## config.mk

```make
export PLATFORM = sky130hd
export DESIGN_NAME = smbus_status_flags
export DESIGN_NICKNAME = d
export VERILOG_FILES = /design/src/smbus_status_pkg.sv /design/src/smbus_status_flags.sv /design/src/smbus_arb_retry.sv
export SDC_FILE = /design/constraint.sdc
export NUM_CORES = 1
export LEC_CHECK = 0
export BUFFER_PORTS_ARGS = -buffer_cell sky130_fd_sc_hd__buf_4
export CAP_MARGIN = 5
export CORE_ASPECT_RATIO = 2
export CORE_MARGIN = 3
export CORE_UTILIZATION = 40
export CTS_CLUSTER_SIZE = 20
export DETAILED_ROUTE_END_ITERATION = 8
export PLACE_DENSITY = 0.73
export SLEW_MARGIN = 25
export SYNTH_ARGS = -nofsm -noshare
export SYNTH_HDL_FRONTEND = slang
export SYNTH_SLANG_ARGS = --single-unit
```

## constraint.sdc

```tcl
create_clock -name clk_in -period 4.53 [get_ports clk_in]
set_input_delay 0.906 -clock clk_in [delete_from_list [all_inputs] [get_ports clk_in]]
set_output_delay 0.906 -clock clk_in [all_outputs]
set_load 0.005 [all_outputs]
```

## src/smbus_status_pkg.sv

```systemverilog
// Constants for the serial bus status block: register offsets, field
// positions, reset values and counts.
// Assumes a 32-bit APB slave on a single 125 MHz clock.
//
// Functional notes
// (RL1) Slave port address readable at bits 7:1.
// (RL2) Master port address readable at bits 15:9.
// (RL3) Bit 24 sets when boot initialization ends.
// (RL4) Bit 25 sets on unexpected master NACK.
// (RL5) Lost arbitration retries automatically.
// (RL6) Sixteen straight losses abort, set bit 26.
// (RL7) Bit 27 sets on misplaced START/STOP.
// (RL8) Bit 28 sets on bad init checksum.
// (RL9) Missing config-done command also sets bit 28.
// (RL10) Bit 29 sets on unmapped init write.
// (RL11) Error flags reset zero, write-one clears.
// (RL12) Reserved status bits read as zero.
// (RL13) Checksum-ignore control masks checksum errors.
// (RL14) Ignore-competitors control continues after lost arbitration.
// (RL15) Hardware set beats same-cycle software clear.
package smbus_status_pkg;

    // --------------------
    // Register byte offsets
    // --------------------
    localparam logic [11:0] serial_bus_status_off = 12'h344;  // Status register.
    localparam logic [11:0] serial_bus_control_off = 12'h348; // Control register.
    localparam logic [11:0] irq_mask_off          = 12'h350;  // Interrupt mask.
    localparam logic [11:0] irq_status_off        = 12'h354;  // Interrupt status, clear on read.

    // --------------------
    // Field positions
    // --------------------
    localparam int slave_addr_lsb      = 1;   // Slave port address low bit.
    localparam int master_addr_lsb     = 9;   // Master port address low bit.
    localparam int init_done_bit       = 24;  // Boot init complete.
    localparam int nack_bit            = 25;  // First error flag.
    localparam int err_count           = 5;   // Number of error flags.
    localparam int ignore_comp_bit     = 16;  // Master ignores competitors.
    localparam int checksum_ignore_bit = 17;  // Checksum always passes.

    // --------------------
    // Event indexes and counts
    // --------------------
    localparam int ev_nack     = 0;  // Unexpected NACK.
    localparam int ev_arb      = 1;  // Arbitration retries exhausted.
    localparam int ev_misplace = 2;  // Misplaced START or STOP.
    localparam int ev_checksum = 3;  // Checksum or missing done command.
    localparam int ev_unmapped = 4;  // Unmapped init write.
    localparam int ev_done     = 5;  // Init done, interrupt only.
    localparam int irq_width   = 6;  // Interrupt status width.
    localparam logic [4:0] arb_loss_limit = 5'h10;  // Sixteen losses.
    localparam logic [31:0] reg_reset     = 32'h0000_0000;  // Reset value.

    // Arbitration engine states.
    typedef enum logic [1:0] {arb_idle, arb_try, arb_run} arb_state_type;

endpackage : smbus_status_pkg

```

## src/smbus_status_flags.sv

```systemverilog
// Top of the serial bus status block: APB registers, error flags,
// arbitration retry tracking and interrupt.
// Assumes event inputs are single-cycle pulses synchronous to clk_in.
//
// Design decision made here: the APB interface to the registers.
module smbus_status_flags (
    // Clock and reset.
    input  wire  logic        clk_in,
    input  wire  logic        resetn_in,
    // APB slave.
    input  wire  logic        psel_in,
    input  wire  logic        penable_in,
    input  wire  logic        pwrite_in,
    input  wire  logic [11:0] paddr_in,
    input  wire  logic [31:0] pwdata_in,
    output logic              pready_out,
    output logic              pslverr_out,
    output logic [31:0]       prdata_out,
    // Hardware initialization values; addresses sampled after reset, boot mode read live.
    input  wire  logic [6:0]  slave_port_address_in,
    input  wire  logic [6:0]  master_port_address_in,
    input  wire  logic        boot_init_mode_in,
    // Boot initialization events.
    input  wire  logic        init_finish_in,
    input  wire  logic        init_checksum_bad_in,
    input  wire  logic        init_no_done_cmd_in,
    input  wire  logic        init_unmapped_write_in,
    // Master port events.
    input  wire  logic        master_start_in,
    input  wire  logic        master_arb_won_in,
    input  wire  logic        master_arb_lost_in,
    input  wire  logic        master_nack_in,
    input  wire  logic        master_misplaced_in,
    input  wire  logic        master_xfer_end_in,
    // Master port control.
    output logic              master_arb_request_out,
    output logic              master_proceed_out,
    output logic              master_abort_out,
    // Control levels and interrupt.
    output logic              master_ignore_competitors_out,
    output logic              irq_out
);

    // --------------------
    // Declarations
    // --------------------
    logic [6:0]  slave_addr_q;       // Latched slave address.
    logic [6:0]  master_addr_q;      // Latched master address.
    logic        straps_taken_q;     // Straps captured after release.
    logic        init_done_q;        // Boot init complete flag.
    logic [4:0]  err_q;              // Sticky error flags.
    logic [4:0]  err_set;            // Hardware set pulses.
    logic [31:0] ctrl_q;             // Control register.
    logic [5:0]  irq_mask_q;         // Interrupt mask.
    logic [5:0]  irq_stat_q;         // Interrupt sticky status.
    logic [5:0]  irq_ev;             // Interrupt event pulses.
    logic        arb_exhausted;      // Retry limit reached pulse.
    logic        wr_en;              // APB write access.
    logic        rd_en;              // APB read access.
    logic        checksum_ignore;    // Checksum errors masked.
    logic [31:0] status_word;        // Assembled status.

    // Returns true when an access targets the given offset.
    function automatic logic hit(input logic [11:0] addr, input logic [11:0] off);
        hit = (addr == off);
    endfunction : hit

    assign wr_en = psel_in & penable_in & pwrite_in;
    assign rd_en = psel_in & penable_in & ~pwrite_in;
    assign checksum_ignore = ctrl_q[smbus_status_pkg::checksum_ignore_bit];

    // --------------------
    // Hardware initialization capture
    // --------------------

    // Straps are caught by the clock once reset has been released.
    always_ff @(posedge clk_in or negedge resetn_in) begin
        if (!resetn_in) begin
            slave_addr_q   <= 7'h00;
            master_addr_q  <= 7'h00;
            straps_taken_q <= 1'b0;
        end else if (!straps_taken_q) begin
            // (RL1) Capture slave address.
            slave_addr_q   <= slave_port_address_in;
            // (RL2) Capture master address.
            master_addr_q  <= master_port_address_in;
            straps_taken_q <= 1'b1;
        end
    end

    // --------------------
    // Boot initialization done
    // --------------------

    // Sets once when init finishes or fails, only in boot init mode.
    always_ff @(posedge clk_in or negedge resetn_in) begin
        if (!resetn_in) begin
            init_done_q <= 1'b0;
        end else if (boot_init_mode_in) begin
            // (RL3) Done on finish or error.
            if (init_finish_in | init_unmapped_write_in | err_set[smbus_status_pkg::ev_checksum]) begin
                init_done_q <= 1'b1;
            end
        end
    end

    // --------------------
    // Arbitration retry engine
    // --------------------
    smbus_arb_retry u_arb (
        .clk_in                 (clk_in),
        .resetn_in              (resetn_in),
        .start_in               (master_start_in),
        .won_in                 (master_arb_won_in),
        .lost_in                (master_arb_lost_in),
        .end_in                 (master_xfer_end_in),
        .ignore_competitors_in  (master_ignore_competitors_out),
        .request_out            (master_arb_request_out),
        .proceed_out            (master_proceed_out),
        .abort_out              (master_abort_out),
        .exhausted_out          (arb_exhausted)
    );

    // --------------------
    // Error flag set sources
    // --------------------
    always_comb begin
        // (RL4) NACK seen.
        err_set[smbus_status_pkg::ev_nack]     = master_nack_in;
        // (RL6) Retries exhausted.
        err_set[smbus_status_pkg::ev_arb]      = arb_exhausted;
        // (RL7) Misplaced condition.
        err_set[smbus_status_pkg::ev_misplace] = master_misplaced_in;
        // (RL8) (RL9) (RL13) Checksum unless ignored, or missing done.
        err_set[smbus_status_pkg::ev_checksum] = (init_checksum_bad_in & ~checksum_ignore) | init_no_done_cmd_in;
        // (RL10) Unmapped init write.
        err_set[smbus_status_pkg::ev_unmapped] = init_unmapped_write_in;
    end

    // --------------------
    // Sticky error flags
    // --------------------
    genvar gi;
    generate
        for (gi = 0; gi < smbus_status_pkg::err_count; gi++) begin : g_err
            // Each flag sets from hardware and clears on a written one.
            always_ff @(posedge clk_in or negedge resetn_in) begin
                if (!resetn_in) begin
                    // (RL11) Reset to zero.
                    err_q[gi] <= 1'b0;
                end else if (err_set[gi]) begin
                    // (RL15) Set wins clear.
                    err_q[gi] <= 1'b1;
                end else if (wr_en && hit(paddr_in, smbus_status_pkg::serial_bus_status_off)
                             && pwdata_in[smbus_status_pkg::nack_bit + gi]) begin
                    // (RL11) Write one clears.
                    err_q[gi] <= 1'b0;
                end
            end
        end
    endgenerate

    // --------------------
    // Control and mask registers
    // --------------------

    // Control register holds the checksum-ignore and competitor bits.
    always_ff @(posedge clk_in or negedge resetn_in) begin
        if (!resetn_in) begin
            ctrl_q     <= smbus_status_pkg::reg_reset;
            irq_mask_q <= 6'h00;
        end else if (wr_en) begin
            if (hit(paddr_in, smbus_status_pkg::serial_bus_control_off)) begin
                ctrl_q <= pwdata_in;
            end
            if (hit(paddr_in, smbus_status_pkg::irq_mask_off)) begin
                irq_mask_q <= pwdata_in[5:0];
            end
        end
    end

    // Competitor-ignore level, registered for the port engine.
    always_ff @(posedge clk_in or negedge resetn_in) begin
        if (!resetn_in) begin
            master_ignore_competitors_out <= 1'b0;
        end else begin
            master_ignore_competitors_out <= ctrl_q[smbus_status_pkg::ignore_comp_bit];
        end
    end

    // --------------------
    // Interrupt status and output
    // --------------------
    assign irq_ev = {init_done_q == 1'b0 && boot_init_mode_in
                     && (init_finish_in | init_unmapped_write_in | err_set[smbus_status_pkg::ev_checksum]),
                     err_set};

    // Sticky events, cleared by a read; a new event wins over the read.
    always_ff @(posedge clk_in or negedge resetn_in) begin
        if (!resetn_in) begin
            irq_stat_q <= 6'h00;
        end else if (rd_en && hit(paddr_in, smbus_status_pkg::irq_status_off)) begin
            irq_stat_q <= irq_ev;
        end else begin
            irq_stat_q <= irq_stat_q | irq_ev;
        end
    end

    // Level interrupt while any unmasked status bit is set.
    always_ff @(posedge clk_in or negedge resetn_in) begin
        if (!resetn_in) begin
            irq_out <= 1'b0;
        end else begin
            irq_out <= |((irq_stat_q | irq_ev) & irq_mask_q);
        end
    end

    // --------------------
    // Read data and APB answer
    // --------------------
    always_comb begin
        // (RL12) Reserved bits are zero.
        status_word = 32'h0000_0000;
        status_word[smbus_status_pkg::slave_addr_lsb +: 7]  = slave_addr_q;
        status_word[smbus_status_pkg::master_addr_lsb +: 7] = master_addr_q;
        status_word[smbus_status_pkg::init_done_bit]        = init_done_q;
        status_word[smbus_status_pkg::nack_bit +: 5]        = err_q;
    end

    // Zero-wait answer: pready in the access phase, registered.
    always_ff @(posedge clk_in or negedge resetn_in) begin
        if (!resetn_in) begin
            pready_out  <= 1'b0;
            pslverr_out <= 1'b0;
            prdata_out  <= 32'h0000_0000;
        end else begin
            pready_out  <= psel_in & ~penable_in;
            pslverr_out <= 1'b0;
            prdata_out  <= 32'h0000_0000;
            if (psel_in && !penable_in) begin
                case (paddr_in)
                    smbus_status_pkg::serial_bus_status_off:  prdata_out <= status_word;
                    smbus_status_pkg::serial_bus_control_off: prdata_out <= ctrl_q;
                    smbus_status_pkg::irq_mask_off:           prdata_out <= {26'h0, irq_mask_q};
                    smbus_status_pkg::irq_status_off:         prdata_out <= {26'h0, irq_stat_q | irq_ev};
                    // Unmapped address answers with an error.
                    default:                                  pslverr_out <= 1'b1;
                endcase
                // Writes return no data.
                if (pwrite_in) begin
                    prdata_out <= 32'h0000_0000;
                end
            end
        end
    end

endmodule : smbus_status_flags

```

## src/smbus_arb_retry.sv

```systemverilog
// Arbitration retry engine of the master port.
// Assumes won, lost, start and end are single-cycle pulses on clk_in.
module smbus_arb_retry (
    // Clock and reset.
    input  wire  logic clk_in,
    input  wire  logic resetn_in,
    // Port events.
    input  wire  logic start_in,
    input  wire  logic won_in,
    input  wire  logic lost_in,
    input  wire  logic end_in,
    input  wire  logic ignore_competitors_in,
    // Port control.
    output logic       request_out,
    output logic       proceed_out,
    output logic       abort_out,
    output logic       exhausted_out
);

    // --------------------
    // State
    // --------------------
    smbus_status_pkg::arb_state_type state_q;  // Engine state.
    logic [4:0]                      losses_q; // Consecutive losses.

    // Requests arbitration, retries on loss, aborts at the limit.
    always_ff @(posedge clk_in or negedge resetn_in) begin
        if (!resetn_in) begin
            state_q       <= smbus_status_pkg::arb_idle;
            losses_q      <= 5'h00;
            request_out   <= 1'b0;
            proceed_out   <= 1'b0;
            abort_out     <= 1'b0;
            exhausted_out <= 1'b0;
        end else begin
            abort_out     <= 1'b0;
            exhausted_out <= 1'b0;
            case (state_q)
                smbus_status_pkg::arb_idle: begin
                    if (start_in) begin
                        state_q     <= smbus_status_pkg::arb_try;
                        losses_q    <= 5'h00;
                        request_out <= 1'b1;
                    end
                end
                smbus_status_pkg::arb_try: begin
                    if (won_in || (lost_in && ignore_competitors_in)) begin
                        // (RL14) Proceed even when lost.
                        state_q     <= smbus_status_pkg::arb_run;
                        request_out <= 1'b0;
                        proceed_out <= 1'b1;
                    end else if (lost_in) begin
                        if (losses_q + 5'h01 == smbus_status_pkg::arb_loss_limit) begin
                            // (RL6) Abort after sixteen.
                            state_q       <= smbus_status_pkg::arb_idle;
                            request_out   <= 1'b0;
                            abort_out     <= 1'b1;
                            exhausted_out <= 1'b1;
                        end else begin
                            // (RL5) Retry automatically.
                            losses_q <= losses_q + 5'h01;
                        end
                    end
                end
                smbus_status_pkg::arb_run: begin
                    if (end_in) begin
                        state_q     <= smbus_status_pkg::arb_idle;
                        proceed_out <= 1'b0;
                    end
                end
                default: begin
                    state_q <= smbus_status_pkg::arb_idle;
                end
            endcase
        end
    end

endmodule : smbus_arb_retry

```

==> results.toml <==
[hold_path]
hold_depth = 0
hp-start = "ctrl_q[16]"
holdCritPathClass = "reg -> reg"
min_to = "master_ignore_competitors_out"

[cts]
post_cts_buffers = 0
cts_sinks = 111
clkTransAtPathRegs_ns = 0.08
htreeDepth = 3
holdBufCountCts = 0
cts_root_buf = "clkbuf_16"
cts_buffers = 9
cts_resized = 0
cts_tree = "done"
clock_latency_ns = 0.34
clk_path_buf_depth = 2

[routing]
via_per_inst = 5.34
vias = 3303
drt_pre_antenna_iters = 4
drt_iter0_markers = 247
ant_nets = 0
wl_per_cell_um = 18.1
drc = 0
routed_wl_um = 11200

[worst_setup_path]
startpoint_type = "input port"
r2r-start = "u_arb.losses_q[0]"
critPathMaxFanout = 27
r2r_slack_ns = 2.69
crit_required_ns = 4.75
cp.arrival_ns = 3.21
reg2reg_depth = 5
endpoint_kind = "flip-flop"
r2r_end = "u_arb.request_out"
path_class = "in -> reg"

[sta]
slew_headroom_pct = 37.0
tns_ns = 0
max_freq_mhz = 335
report.final.hold_viol_count = 0
period_needed_ns = 2.99
setup_slack_ns = 1.54
tightest_slew_ns = 0.942
rsz0062_at_grt = "no"
fin_hold_ws_ns = 0.395
fin_skew_ns = 0.00698
maxSlewViolCount = 0
period_share_pct = 65.9
setup-violations-final = 0

[global_route]
grtUsageMet1_pct = 20.1
top_usage_layer = "met2"
grt_max_degree = 47
grt_pass1_wl_um = 17800
grt_pass1_vias = 3572
gr-usage-met2_pct = 34.6
antenna_found_initial = 0
grtUsageTotal_pct = 18.5
overflow = 0
grt_use_met3_pct = 3.08

[die]
fp.coreArea_um2 = 11100
ios = 113
fp.dieW_um = 81.8
initial_utilization_pct = 41.5
core.rowCount = 54
die_y_um = 158
die_area_um2 = 12900

[synthesis]
async_flop_share_pct = 100
yosysWarningCount = 0
ys_ff_latch = 111
synth.cell_area_um2 = 4600
syn_nets = 442
synthFlopType = "dfrtp_1"
syn_avg_cell_area_um2 = 12.6
synth_top_area_share_pct = 60.4
ys_types = 48
synth_cells = 366
synth_edf_count = 0
ys_seq_area_share_pct = 60.4
ys_top_cells_by_area = "dfrtp_1 (60%), mux2_1 (7.4%), mux2_2 (5.6%), a22oi_1 (3.6%), o21ai_0 (2.1%)"
synth_largest_area_cell = "dfrtp_1"

[place]
pre_cts_ws_ns = 1.17
dpl.hpwl_um = 8310
place_congestion = 0.817
place_inst = 602
placed_cell_area_um2 = 5540
port_buffers = 112

[layout]
antenna_cells = 0
drive_gt1_share_pct = 33.9
n_fill_cell = 988
nets = 549
stdcell_area_um2 = 5890
layout_commonest_cell = "buf_4"
mostFrequentLayoutCells = "buf_4 (114), dfrtp_1 (111), mux2_1 (30)"
post-route-util_pct = 53.2
syn2layout_area_growth_pct = 28.2
final_cells = 618

[run_status]
status = "completed"

[pwr]
ir_worst_vdd_mv = 0.263
powerDensity_nw_per_um2 = 382
total_power_mw = 2.25
p_leak_nw = 2.87

[job]
cap_violations = 0
-- sequential cells by signal, summed over array words and instances (netlist names), 2 cells and up --
register,count
irq_stat_q,6
prdata_out,32
u_arb.losses_q,5
irq_mask_q,6
master_addr_q,7
ctrl_q,32
u_arb.state_q,2
err_q,5
slave_addr_q,7
-- Yosys cell counts, types with 2 or more instances --
| library cell | number |
|---|---|
| nand2b_1 | 3 |
| dfrtp_1 | 111 |
| a21oi_1 | 12 |
| o21ai_0 | 19 |
| clkbuf_1 | 9 |
| or3_1 | 2 |
| nand2_1 | 17 |
| and4b_1 | 2 |
| buf_2 | 4 |
| a22oi_1 | 22 |
| buf_4 | 3 |
| and3_1 | 14 |
| buf_6 | 3 |
| and2_1 | 2 |
| or2_2 | 3 |
| mux2_2 | 23 |
| and4_1 | 2 |
| nor2b_1 | 6 |
| a21o_1 | 11 |
| ha_1 | 2 |
| inv_1 | 8 |
| nand3_1 | 8 |
| o31ai_1 | 2 |
| nor2_1 | 24 |
| nand4_1 | 2 |
| mux2_1 | 30 |
-- final cells by class --
cell class | instances | area [µm²] | area share [%]
clock buffer | 9 | 225 | 3.82
clock inverter | 7 | 128 | 2.17
inverter | 8 | 30.0 | 0.510
multi-input combinational | 228 | 1680 | 28.5
sequential | 111 | 2780 | 47.2
tap | 140 | 175 | 2.97
timing repair buffer | 115 | 876 | 14.9
-- routing by layer --
layer	vias to the layer above	routed length (µm)
li1	1514	-
met1	1654	4010
met2	115	6390
met3	20	539
met4	0	263
met5	-	0
-- cells by family (layout without fill, tap and decap cells) --
logic type / count (synthesis) / in the layout / share of synthesized area [%]
compound gates: 79 / 79 / 11.5
xor+xnor: 1 / 1 / 0.191
fa+ha+maj: 2 / 2 / 0.544
buf+inv: 27 / 139 / 3.05
flops: 111 / 111 / 60.4
mux: 53 / 53 / 13.0
other cells: 1 / 1 / 0.0816
simple gates: 92 / 92 / 11.2
-- report_power, final --
part	switching, mW	internal (mW)
combinational	0.117	0.122
sequential	0.0614	1.03
clock	0.366	0.548
total	0.545	1.70
-- worst max path at each step --
stage	start	end	cells after the start
after floorplan	paddr_in[1]	ctrl_q[10]	7
after global placement	paddr_in[1]	ctrl_q[24]	7
after detailed placement	paddr_in[1]	ctrl_q[23]	7
after CTS	paddr_in[1]	ctrl_q[30]	7
after global routing	paddr_in[1]	ctrl_q[15]	7
final	paddr_in[1]	ctrl_q[30]	7
-- worst max-delay path, cell delays in order --
cell	delay, ns
buf_4	0.11
nor4_2	0.33
nand2_1	0.14
nor2_4	0.52
and2_1	0.58
buf_12	0.26
mux2_1	0.34
No activity file was read; power rests on OpenSTA's default activity.
